===== src/inc/pcca_pkg.sv =====
package pcca_pkg;
  // ==========================================================
  // array geometry
  localparam int unsigned COL_W = 11;
  localparam int unsigned STG_W = 10;
  localparam int unsigned ROW_W = 10;
  localparam int unsigned NUM_STG = 640;
  localparam logic [COL_W-1:0] COL_LAST = 11'h4FF;
  localparam logic [ROW_W-1:0] ROW_LAST = 10'h3FF;
  localparam logic [STG_W-1:0] SUB_MAX_STG = 10'h13F;
  // ==========================================================
  // timing
  localparam int unsigned CLK_PERIOD_NS = 50;
  localparam int unsigned CAL_TIME_NS = 3500;
  localparam int unsigned CAL_CYC = (CAL_TIME_NS + CLK_PERIOD_NS - 1) / CLK_PERIOD_NS;
  localparam logic [6:0] CAL_LAST = 7'(CAL_CYC - 1);
  // ==========================================================
  // register offsets
  localparam logic [7:0] OFS_CTRL = 8'h00;
  localparam logic [7:0] OFS_XSTART = 8'h04;
  localparam logic [7:0] OFS_XSTOP = 8'h08;
  localparam logic [7:0] OFS_YSTART = 8'h0C;
  localparam logic [7:0] OFS_STATUS = 8'h10;
  // ==========================================================
  // control fields
  localparam int unsigned CTRL_SUB = 0;
  localparam int unsigned CTRL_SWAP1 = 1;
  localparam int unsigned CTRL_SWAP2 = 2;
  localparam int unsigned CTRL_KNEE = 3;
  localparam int unsigned CTRL_EXTRST = 5;
  localparam int unsigned CTRL_W = 6;
  // status fields
  localparam int unsigned STS_STATE = 0;
  localparam int unsigned STS_INTEG = 2;
  localparam int unsigned STS_STAGE = 4;
  localparam int unsigned STS_ROW = 16;
  // ==========================================================
  // reset values
  localparam logic [CTRL_W-1:0] CTRL_RST = 6'h00;
  localparam logic [COL_W-1:0] XSTART_RST = 11'h000;
  localparam logic [COL_W-1:0] XSTOP_RST = 11'h4FF;
  localparam logic [ROW_W-1:0] YSTART_RST = 10'h000;

  typedef enum logic [1:0] {
    ST_IDLE,
    ST_CALIB,
    ST_SYNC,
    ST_SHIFT
  } pcca_state_t;
endpackage


===== src/rtl/pcca_core.sv =====
// The register addresses and register access over APB were left to the implementer.
`timescale 1ns/100ps
// Summary of operation
// - sequencer makes pixel controls; start/stop strobes bound integration
// - calibration during blanking before row pixels
// - one pixel per system clock after blanking
// - pointer selects column pair, half clock rate
// - even columns bus A, odd bus B
// - both buses merged into one stream
// - sync path alone loads decoder into pointer
// - decoder loads single one into pointer
// - pointer shifts from start after sync release
// - no sub-sampling: advance one stage
// - sub-sampling: advance two stages, XXOOXXOO
// - first swap gives XOXOXOXO
// - second swap gives OXOXOXOX
// - both swaps give OOXXOOXX
// - sub-sample start even, at most 638
// - knee bits program multislope level circuit
// - external level bit disconnects internal generator
// - row-start loads row, row clock loads column
module pcca_core (
  input wire logic mclk_i,
  input wire logic rst_n_i,
  input wire logic psel_i,
  input wire logic penable_i,
  input wire logic pwrite_i,
  input wire logic [7:0] paddr_i,
  input wire logic [31:0] pwdata_i,
  output logic [31:0] prdata_o,
  output logic pready_o,
  output logic pslverr_o,
  input wire logic ss_start_i,
  input wire logic ss_stop_i,
  input wire logic row_start_i,
  input wire logic row_clk_i,
  output logic pixel_reset_o,
  output logic pixel_sample_o,
  output logic pixel_hold_o,
  output logic calib_o,
  output logic col_sync_o,
  output logic pixel_valid_o,
  output logic [pcca_pkg::COL_W-1:0] pixel_col_o,
  output logic bus_sel_o,
  output logic [pcca_pkg::ROW_W-1:0] row_ptr_o,
  output logic [1:0] multislope_level_select_o,
  output logic external_reset_level_select_o,
  output logic multislope_gen_connect_o
);
  import pcca_pkg::*;

  // ==========================================================
  // functions
  // decoder output: a single one at the start stage
  function automatic logic [NUM_STG-1:0] pcca_onehot(input logic [STG_W-1:0] stg);
    pcca_onehot = {{(NUM_STG-1){1'b0}}, 1'b1} << stg;
  endfunction

  // column read at a pointer stage: the pair base plus an offset; in sub-sampling the group of
  // four starts at the pointer, so an odd start stage keeps its window instead of slipping back
  function automatic logic [COL_W-1:0] pcca_map_col(input logic [STG_W-1:0] stg, input logic ph,
                                                    input logic sub, input logic sw1, input logic sw2);
    logic [1:0] ofs;
    ofs = {1'b0, ph};
    if (sub) begin
      case ({sw2, sw1, ph})
        3'b010: ofs = 2'h0;
        3'b011: ofs = 2'h2;
        3'b100: ofs = 2'h1;
        3'b101: ofs = 2'h3;
        3'b110: ofs = 2'h2;
        3'b111: ofs = 2'h3;
        default: ofs = {1'b0, ph};
      endcase
    end
    pcca_map_col = {stg, 1'b0} + {9'h000, ofs};
  endfunction

  // the pointer moves one stage per shift, or two when sub-sampling skips a pair
  function automatic logic [NUM_STG-1:0] pcca_adv_ptr(input logic [NUM_STG-1:0] ptr, input logic sub);
    pcca_adv_ptr = sub ? (ptr << 2) : (ptr << 1);
  endfunction

  // ==========================================================
  // registers
  logic [CTRL_W-1:0] ctrl_r;
  logic [COL_W-1:0] xstart_r;
  logic [COL_W-1:0] xstop_r;
  logic [ROW_W-1:0] ystart_r;
  pcca_state_t state_r;
  pcca_state_t state_nxt;
  logic [6:0] cal_cnt_r;
  logic [NUM_STG-1:0] ptr_r;
  logic [NUM_STG-1:0] ptr_nxt;
  logic [STG_W-1:0] stage_r;
  logic [STG_W-1:0] stage_nxt;
  // clock phase within a pointer stage
  logic phase_r;
  logic integ_r;
  logic pix_reset_r;
  logic pix_hold_r;
  logic pix_valid_r;
  logic [COL_W-1:0] pix_col_r;
  logic [ROW_W-1:0] row_r;

  // ==========================================================
  // bus decode
  wire logic acc = psel_i & penable_i;
  wire logic hit_ctrl = (paddr_i == OFS_CTRL);
  wire logic hit_xstart = (paddr_i == OFS_XSTART);
  wire logic hit_xstop = (paddr_i == OFS_XSTOP);
  wire logic hit_ystart = (paddr_i == OFS_YSTART);
  wire logic hit_status = (paddr_i == OFS_STATUS);
  wire logic mapped = hit_ctrl | hit_xstart | hit_xstop | hit_ystart | hit_status;
  wire logic wr = acc & pwrite_i & mapped;

  wire logic sub = ctrl_r[CTRL_SUB];
  wire logic sw1 = ctrl_r[CTRL_SWAP1];
  wire logic sw2 = ctrl_r[CTRL_SWAP2];

  // the one-hot pointer feeds no column logic, columns come from stage_r; status shows whether it holds a stage
  wire logic ptr_live = |ptr_r;
  // status word: state, integrating, pointer live, stage, row
  wire logic [31:0] status_w = {6'h00, row_r, 2'h0, stage_r, ptr_live, integ_r, state_r};

  // zero wait states: every access completes in its first access cycle
  assign pready_o = 1'b1;
  assign pslverr_o = acc & ~mapped;
  assign prdata_o = hit_ctrl ? {26'h0, ctrl_r} :
                    hit_xstart ? {21'h0, xstart_r} :
                    hit_xstop ? {21'h0, xstop_r} :
                    hit_ystart ? {22'h0, ystart_r} :
                    hit_status ? status_w : 32'h0;

  // ==========================================================
  // start position and stepping
  // lsb of the start column is ignored: the pointer only holds pairs
  wire logic [STG_W-1:0] start_raw = xstart_r[COL_W-1:1];
  // sub-sampling cannot start beyond half the row
  wire logic [STG_W-1:0] start_stg = (sub && start_raw > SUB_MAX_STG) ? SUB_MAX_STG : start_raw;
  wire logic [STG_W:0] step = sub ? 11'h002 : 11'h001;
  wire logic [STG_W:0] stage_adv = {1'b0, stage_r} + step;
  wire logic [COL_W:0] adv_col = {stage_adv, 1'b0};
  // stop at the window edge or at the array edge, whichever comes first
  wire logic last_pair = (adv_col > {1'b0, xstop_r}) || (adv_col > {1'b0, COL_LAST});
  // a row clock at any time aborts the row and restarts blanking
  wire logic row_go = row_clk_i;
  // blanking lasts a fixed count of system clocks
  wire logic in_calib = (state_r == ST_CALIB);
  wire logic cal_done = (cal_cnt_r == CAL_LAST);
  wire logic shift_go = (state_r == ST_SHIFT) && !row_go;

  always_comb begin
    state_nxt = state_r;
    ptr_nxt = ptr_r;
    stage_nxt = stage_r;
    case (state_r)
      ST_IDLE: begin
        // pointer stays cleared until the next row clock
        state_nxt = ST_IDLE;
      end
      ST_CALIB: begin
        // pointer held empty while the amplifiers calibrate
        if (cal_done) begin
          state_nxt = ST_SYNC;
        end
      end
      ST_SYNC: begin
        // every shift path open, decoder drives the pointer
        ptr_nxt = pcca_onehot(start_stg);
        stage_nxt = start_stg;
        state_nxt = ST_SHIFT;
      end
      ST_SHIFT: begin
        if (phase_r) begin
          if (last_pair) begin
            state_nxt = ST_IDLE;
            ptr_nxt = '0;
          end else begin
            ptr_nxt = pcca_adv_ptr(ptr_r, sub);
            stage_nxt = stage_adv[STG_W-1:0];
          end
        end
      end
      default: begin
        state_nxt = ST_IDLE;
      end
    endcase
    if (row_go) begin
      state_nxt = ST_CALIB;
      ptr_nxt = '0;
    end
  end

  // ==========================================================
  // readout sequencer
  always_ff @(posedge mclk_i or negedge rst_n_i) begin
    if (!rst_n_i) begin
      state_r <= ST_IDLE;
      cal_cnt_r <= 7'h00;
      ptr_r <= '0;
      stage_r <= '0;
      phase_r <= 1'b0;
    end else begin
      state_r <= state_nxt;
      ptr_r <= ptr_nxt;
      stage_r <= stage_nxt;
      cal_cnt_r <= (row_go || !in_calib) ? 7'h00 : cal_cnt_r + 7'h01;
      // without sub-sampling phase 0 shows the even column, phase 1 the odd one; phase 1 moves the pointer
      phase_r <= shift_go ? ~phase_r : 1'b0;
    end
  end

  // ==========================================================
  // pixel stream, one clock behind the pointer
  always_ff @(posedge mclk_i or negedge rst_n_i) begin
    if (!rst_n_i) begin
      pix_valid_r <= 1'b0;
      pix_col_r <= '0;
    end else begin
      pix_valid_r <= shift_go;
      pix_col_r <= pcca_map_col(stage_r, phase_r, sub, sw1, sw2);
    end
  end

  assign pixel_valid_o = pix_valid_r;
  assign pixel_col_o = pix_col_r;
  assign bus_sel_o = pix_col_r[0];

  assign calib_o = in_calib;
  assign col_sync_o = (state_r == ST_SYNC);

  // ==========================================================
  // row pointer
  always_ff @(posedge mclk_i or negedge rst_n_i) begin
    if (!rst_n_i) begin
      row_r <= '0;
    end else if (row_go && row_start_i) begin
      row_r <= ystart_r;
    end else if (row_go && row_r != ROW_LAST) begin
      // saturate on the last row rather than wrap to the top
      row_r <= row_r + 10'h001;
    end
  end
  assign row_ptr_o = row_r;

  // ==========================================================
  // shutter sequencer
  // stop wins when both strobes coincide, so a stray start never extends exposure
  always_ff @(posedge mclk_i or negedge rst_n_i) begin
    if (!rst_n_i) begin
      integ_r <= 1'b0;
      pix_reset_r <= 1'b0;
      pix_hold_r <= 1'b0;
    end else begin
      // reset pulses on start unless stop coincides; hold pulses only if an exposure was running
      pix_reset_r <= ss_start_i & ~ss_stop_i;
      pix_hold_r <= ss_stop_i & integ_r;
      if (ss_stop_i) begin
        integ_r <= 1'b0;
      end else if (ss_start_i) begin
        integ_r <= 1'b1;
      end
    end
  end
  assign pixel_reset_o = pix_reset_r;
  assign pixel_sample_o = integ_r;
  assign pixel_hold_o = pix_hold_r;

  // ==========================================================
  // configuration registers
  always_ff @(posedge mclk_i or negedge rst_n_i) begin
    if (!rst_n_i) begin
      ctrl_r <= CTRL_RST;
      xstart_r <= XSTART_RST;
      xstop_r <= XSTOP_RST;
      ystart_r <= YSTART_RST;
    end else if (wr) begin
      // status is read only: writes to it complete and are dropped
      if (hit_ctrl) begin
        ctrl_r <= pwdata_i[CTRL_W-1:0];
      end
      if (hit_xstart) begin
        xstart_r <= pwdata_i[COL_W-1:0];
      end
      if (hit_xstop) begin
        xstop_r <= pwdata_i[COL_W-1:0];
      end
      if (hit_ystart) begin
        ystart_r <= pwdata_i[ROW_W-1:0];
      end
    end
  end

  // level select pins follow the control register directly
  assign multislope_level_select_o = ctrl_r[CTRL_KNEE+1:CTRL_KNEE];
  assign external_reset_level_select_o = ctrl_r[CTRL_EXTRST];
  assign multislope_gen_connect_o = ~ctrl_r[CTRL_EXTRST];
endmodule


===== config.mk =====
export PLATFORM = sky130hd
export DESIGN_NAME = pcca_core
export DESIGN_NICKNAME = d
export VERILOG_FILES = /design/src/inc/pcca_pkg.sv /design/src/rtl/pcca_core.sv
export SDC_FILE = /design/constraint.sdc
export NUM_CORES = 2
export LEC_CHECK = 0
export BUFFER_PORTS_ARGS = -buffer_cell sky130_fd_sc_hd__buf_2
export CAP_MARGIN = 40
export CORE_MARGIN = 4
export CORE_UTILIZATION = 62
export CTS_BUF_LIST = sky130_fd_sc_hd__clkbuf_4 sky130_fd_sc_hd__clkbuf_8 sky130_fd_sc_hd__clkbuf_16
export CTS_CLUSTER_SIZE = 28
export DETAILED_ROUTE_END_ITERATION = 7
export PLACE_DENSITY = 0.77
export SLEW_MARGIN = 20
export SYNTH_ARGS = -nofsm -noshare
export SYNTH_HDL_FRONTEND = slang
export SYNTH_SLANG_ARGS = --single-unit

===== constraint.sdc =====
create_clock -name mclk_i -period 5.8 [get_ports mclk_i]
set_input_delay 0 -clock mclk_i [delete_from_list [all_inputs] [get_ports mclk_i]]
set_output_delay 0 -clock mclk_i [all_outputs]
set_load 0.01 [all_outputs]

# == Word-level counts from Yosys, hierarchy flattened ==
# Cells that the tools add are included.
# totals
wordCells,109
reg_bits,723
inputBits,49
# classes
bitwise_logic,14
shifts,1
order_cmp,3
n_reduce_logical,24
mux,28
addsub,4
eq_ne,20
# ops
cell,n
$mux 640,4
$pmux 640 s2,1
$reduce_or 640->1,1
$shl 1x10->640 const A,1
$mux 26,5
$mux 10,5
$pmux 10 s2,1
$eq 8x4->1 const B,2
$pmux 2 s4,2
$eq 3x3->1 const B,4
$gt 12x11->1,1
$gt 12x11->1 const B,1
$mux 2,6
$add 10x2->11,1
$add 11x2->11,1
$add 10x1->10 const B,1
$gt 10x9->1 const B,1
$ne 10x10->1 const B,1
$reduce_and 2->1,5
$eq 8x3->1 const B,1
$eq 8x5->1 const B,1
$logic_not 8->1,1
$add 7x1->7 const B,1
$eq 7x7->1 const B,1
19 further kinds,45

# == Logic depth before layout (Yosys ltp) ==
# logic_depth
word_depth,8
ltp_mapped,17
ltp_nobuf,13

# == Worst setup path after synthesis ==
# OpenSTA, ideal clock, no wires.
# synth_path
kind,reg2reg
from,register ctrl_r[0]
to,register ptr_r[322]
setup_slack_ns,2.036
arrival_time_ns,3.643
required_ns,5.679
path_buffers,3
path_stages_with_launch,15
setup_time_ns,0.121
path_cell_list,dfrtp_1 > clkbuf_1 > inv_2 > ha_1 > fa_1 > xor2_1 > ha_1 > nand4b_1 > a31o_2 > a221oi_1 > o31ai_4 > and2_4 > buf_6 > buf_6 > a22o_1
# synth_via
elab_chain_len,8
elab_cells_between_ends,13
classes_between,add/sub: 1; order compare: 2; shift: 1; mux: 7; reduce/logical: 2
# synth_lines
item,line_no,source
start: declaration,pcca_core.sv:86,logic [CTRL_W-1:0] ctrl_r;
start signal: assignment,pcca_core.sv:281,ctrl_r <= pwdata_i[CTRL_W-1:0];
$mux 2,pcca_core.sv:141,wire logic [STG_W:0] step = sub ? 11'h002 : 11'h001;
$add 10x2->11,pcca_core.sv:142,"wire logic [STG_W:0] stage_adv = {1'b0, stage_r} + step;"
$gt 12x11->1,pcca_core.sv:145,"wire logic last_pair = (adv_col > {1'b0, xstop_r}) || (adv_col > {1'b0, COL_LAST});"
$logic_or 1x1->1,pcca_core.sv:145,
$mux 640,pcca_core.sv:176,if (last_pair) begin
$mux 640,pcca_core.sv:175,if (phase_r) begin
$pmux 640 s2 *,pcca_core.sv:157,case (state_r)
$mux 640 *,pcca_core.sv:189,if (row_go) begin
end signal: assignment,pcca_core.sv:206,ptr_r <= ptr_nxt;
end: declaration,pcca_core.sv:93,logic [NUM_STG-1:0] ptr_r;
# Mark *: on every way between the ends. The rest lies on a longest branch, timed or not. The select of a mux whose other input is x is not followed.
# A chain may end at the register's enable or synchronous reset.

# == Final worst setup path ==
# layout_path
from,register ctrl_r[0]
to,register ptr_r[385]
# Same word-level chain as after synthesis.

==> metrics.txt <==
# TYPE chip_impl_metric gauge
chip_impl_metric{name="numClockSinks",unit=""} 723
chip_impl_metric{name="dp_slack",unit="ns"} 1.085
chip_impl_metric{name="setup_viol_count_final",unit=""} 0
chip_impl_metric{name="synthDistinctLibCells",unit=""} 68
chip_impl_metric{name="fillers",unit=""} 5328
chip_impl_metric{name="ff_latch_area",unit="sq mm"} 0.01811
chip_impl_metric{name="share_of_the_synthesized_area_in_compound_gates_ao_oa_aoi_oai",unit="%"} 19.55
chip_impl_metric{name="remaining_drc_errors",unit=""} 0
chip_impl_info{name="worst_min_delay_path_class",value="input pin to async pin"} 1
chip_impl_metric{name="post_drt_wl_per_cell",unit="um"} 24.09
chip_impl_info{name="startpoint_type",value="flip-flop"} 1
chip_impl_metric{name="power_leakage",unit="nW"} 21.77
chip_impl_metric{name="syn_area",unit="sq mm"} 0.04280
chip_impl_metric{name="clock_skews",unit="ns"} 0.02824
chip_impl_info{name="cell_type_contributing_the_most_total_cell_area_after_synthesis",value="dfrtp_1"} 1
chip_impl_metric{name="num_io_pins",unit=""} 115
chip_impl_metric{name="yosys.area_share.xor_xnor",unit="%"} 0.4093
chip_impl_metric{name="final_max_slew_viol_count",unit=""} 0
chip_impl_metric{name="largest_net_degree_at_the_start_of_global_routing",unit=""} 196
chip_impl_metric{name="critical_path_required",unit="ns"} 6.35
chip_impl_metric{name="timing.slew.headroom",unit="%"} 24.15
chip_impl_metric{name="synth_mux_area_share",unit="%"} 16.17
chip_impl_metric{name="dpl_cell_area",unit="sq mm"} 0.04378
chip_impl_metric{name="synth_edf_count",unit=""} 0
chip_impl_metric{name="start_util",unit="%"} 62.51
chip_impl_metric{name="grt_pass1_wl",unit="um"} 214600
chip_impl_metric{name="clk_pin_slew",unit="ns"} 0.06
chip_impl_metric{name="ctsHtreeMaxLevel",unit=""} 3
chip_impl_metric{name="p_clk_share",unit="%"} 39.2
chip_impl_metric{name="synth_largest_type_area_fraction",unit="%"} 41.75
chip_impl_info{name="yosys-top-cells-area",value="dfrtp_1, mux2i_1, o21ai_0"} 1
chip_impl_metric{name="num_rows",unit=""} 96
chip_impl_metric{name="coreArea",unit="sq mm"} 0.06847
chip_impl_metric{name="slew_at_the_pin_with_the_worst_max_slew_slack",unit="ns"} 1.138
chip_impl_metric{name="die_height",unit="um"} 270.7
chip_impl_metric{name="period_minus_slack",unit="ns"} 4.813
chip_impl_metric{name="drtAntennaViolNets",unit=""} 0
chip_impl_metric{name="cts_hold_repair.buffers",unit=""} 28
chip_impl_metric{name="portion_of_the_clock_cycle_consumed_by_the_worst_path_in_the_final_layout",unit="%"} 82.98
chip_impl_metric{name="die_width",unit="um"} 270.7
chip_impl_metric{name="avgViaCountPerCell",unit=""} 6.991
chip_impl_metric{name="final_hold_fails",unit=""} 0
chip_impl_metric{name="post_detailed_placement_half_perimeter_wirelength",unit="um"} 79400
chip_impl_metric{name="design.die.area",unit="sq mm"} 0.07329
chip_impl_metric{name="synth_simple_gate_area_share",unit="%"} 15.98
chip_impl_metric{name="cts_setup_buffers",unit=""} 0
chip_impl_metric{name="total_internal_power",unit="mW"} 9.016
chip_impl_metric{name="total_power",unit="mW"} 13.44
chip_impl_metric{name="detail_route.first_pass.iterations",unit=""} 6
chip_impl_metric{name="cap_violations",unit=""} 0
chip_impl_metric{name="finished_core_util",unit="%"} 68.48
chip_impl_metric{name="cts_buffers",unit=""} 79
chip_impl_metric{name="total_switching_power",unit="mW"} 4.421
chip_impl_metric{name="multi_input_area",unit="sq mm"} 0.02278
chip_impl_metric{name="post_synth_inst_count",unit=""} 4844
chip_impl_metric{name="ys_ff_latch",unit=""} 723
chip_impl_metric{name="final_cell_count_no_fill",unit=""} 5634
chip_impl_metric{name="gp_routability_congestion",unit=""} 0.8920
chip_impl_info{name="critical_path.endpoint_type",value="flip-flop"} 1
chip_impl_metric{name="power_density",unit="mW/mm^2"} 286.6
chip_impl_metric{name="cts_resized",unit=""} 0
chip_impl_metric{name="pwr-share-comb",unit="%"} 19.9
chip_impl_info{name="tritoncts_clock_tree",value="yes"} 1
chip_impl_metric{name="synth_area_per_cell",unit="sq um"} 8.835
chip_impl_metric{name="num_vias",unit=""} 39390
chip_impl_metric{name="place_inst",unit=""} 5458
chip_impl_metric{name="final_cell_area",unit="sq mm"} 0.04689
chip_impl_metric{name="switching_fraction_of_total_power",unit="%"} 32.90
chip_impl_info{name="synth_flop_cell",value="dfrtp_1"} 1
chip_impl_metric{name="groute.usage.overall",unit="%"} 35.97
chip_impl_info{name="clockRootBuffer",value="clkbuf_16"} 1
chip_impl_metric{name="layout_setup_ws",unit="ns"} 0.9869
chip_impl_metric{name="fmax",unit="GHz"} 0.2078
chip_impl_metric{name="tightest_hold_margin",unit="ns"} 0.06277
chip_impl_metric{name="numPortBuffers",unit=""} 84
chip_impl_info{name="combinational_family_with_the_most_area_after_synthesis",value="compound AO/OA/AOI/OAI gates"} 1
chip_impl_info{name="synth.top_cells.by_count",value="dfrtp_1, nand2_1, o21ai_0, mux2i_1, nor2_1"} 1
chip_impl_metric{name="sequential_share_of_power",unit="%"} 40.9
chip_impl_metric{name="detail_route.wirelength",unit="um"} 135700
chip_impl_metric{name="sequential_to_total_area_share_from_yosys_stat",unit="%"} 42.30
chip_impl_metric{name="overflow",unit=""} 0
chip_impl_info{name="rsz_0062_raised_after_global_routing",value="false"} 1
chip_impl_metric{name="num-nets-final",unit=""} 4763
chip_impl_info{name="outcome",value="finished, final reports clean"} 1
chip_impl_metric{name="violation_count_after_the_first_detailed_routing_iteration",unit=""} 5377
chip_impl_metric{name="yosys.area_share.adder",unit="%"} 0.6315
chip_impl_metric{name="ys_async_sr_fraction",unit="%"} 100.0
chip_impl_metric{name="setup-tns-final",unit="ns"} 0
chip_impl_metric{name="final_layout_size_suffix_gt1_share",unit="%"} 12.69
chip_impl_metric{name="initial_antenna_violation_count",unit=""} 1
chip_impl_metric{name="grt_pass1_vias",unit=""} 37510
chip_impl_info{name="synthMostInstantiatedCell",value="dfrtp_1"} 1
chip_impl_metric{name="worst_ir_drop_vdd",unit="V"} 0.0003628
chip_impl_metric{name="cts_buffer_depth",unit=""} 3
chip_impl_metric{name="area.growth.synth_to_final",unit="%"} 9.554
chip_impl_metric{name="yosys_warnings",unit=""} 0
chip_impl_metric{name="insertion_delay",unit="ns"} 0.64
chip_impl_metric{name="endpoint_arrival_time_on_the_critical_path",unit="ns"} 5.36
chip_impl_info{name="critical_path_class",value="flip-flop to flip-flop"} 1
chip_impl_metric{name="critPathMaxFanout",unit=""} 35
[worst max-delay path, stage by stage (launching register included)]
cell	delay [ns]
dfrtp_4	0.67
inv_2	0.16
ha_1	0.27
fa_1	0.47
nand4_1	0.13
xnor2_1	0.18
ha_1	0.30
a21o_1	0.18
a21oi_1	0.20
and3_1	0.18
a221oi_1	0.18
o31ai_4	0.61
and2_4	0.60
buf_4	0.37
a22o_1	0.17
[sequential cells by signal (all words and copies together), names as in the netlist]
signal	flops
cal_cnt_r	7
ctrl_r	6
phase_r	1
pixel_col_o	11
pixel_hold_o	1
pixel_reset_o	1
pixel_sample_o	1
pixel_valid_o	1
ptr_r	640
row_ptr_o	10
stage_r	10
state_r	2
xstart_r	11
xstop_r	11
ystart_r	10
[power by group through the flow]
stage	Combinational, mW	Clock, mW	Sequential [mW]
floorplan	1.79	0	5.49
detailed placement	2.57	0	5.57
finish	2.67	5.27	5.50
global route	2.84	5.51	5.52
global placement	2.52	0	5.57
CTS	2.59	5.30	5.48
[layout by cell type, fill, tap and decap left out, drive strengths merged, types with 102 or more instances in the layout]
cell type,Yosys,final
a21oi,300,300
a22o,102,102
a31oi,172,172
buf,97,204
clkbuf,374,127
dfrtp,714,714
mux2,204,204
mux2i,462,462
nand2,577,577
nor2,440,440
nor3,160,160
nor4,179,179
o21ai,519,519
[layer usage]
metal / share of wire [%] / GRT usage [%]
met3: 10 / 8.647
met4: 5.6 / 17.79
met2: 44 / 53.63
met1: 40 / 49.49
met5: 0.066 / 0.8553
[kinds of logic after synthesis]
group                    count (synthesis)
AND/OR/NAND/NOR                       1531
AO/OA/AOI/OAI                         1383
flip-flops                             723
multiplexers                           666
buffers and inverters                  498
adder cells (fa/ha/maj)                 21
XOR/XNOR                                20
other                                    2
[layout make-up]
| cell class | count | area share [%] |
|---|---|---|
| repair buffers | 232 | 4.443 |
| flip-flops and latches | 723 | 38.62 |
| clock inverters | 13 | 0.3709 |
| clock buffers | 126 | 5.380 |
| diodes | 1 | 0.005337 |
| multi-input cells | 3630 | 48.60 |
| inverters | 27 | 0.2322 |
| well taps | 882 | 2.354 |
[path summary, 6_finish.rpt]
path	start	cells after the start	endpoint	slack, ns
max in group asynchronous	rst_n_i	3	ptr_r[456]$_DFFE_PN0P_	4.85
max reg2reg	ctrl_r[0]$_DFFE_PN0P_	14	ptr_r[385]$_DFFE_PN0P_	0.99
min in group mclk_i	ss_stop_i	3	pixel_reset_o$_DFF_PN0_	0.12
max	ctrl_r[0]$_DFFE_PN0P_	14	ptr_r[385]$_DFFE_PN0P_	0.99
min reg2reg	cal_cnt_r[0]$_DFF_PN0_	1	cal_cnt_r[0]$_DFF_PN0_	0.49
min	rst_n_i	3	ptr_r[297]$_DFFE_PN0P_	0.06
Note: power is estimated with default switching activity, not from simulation.
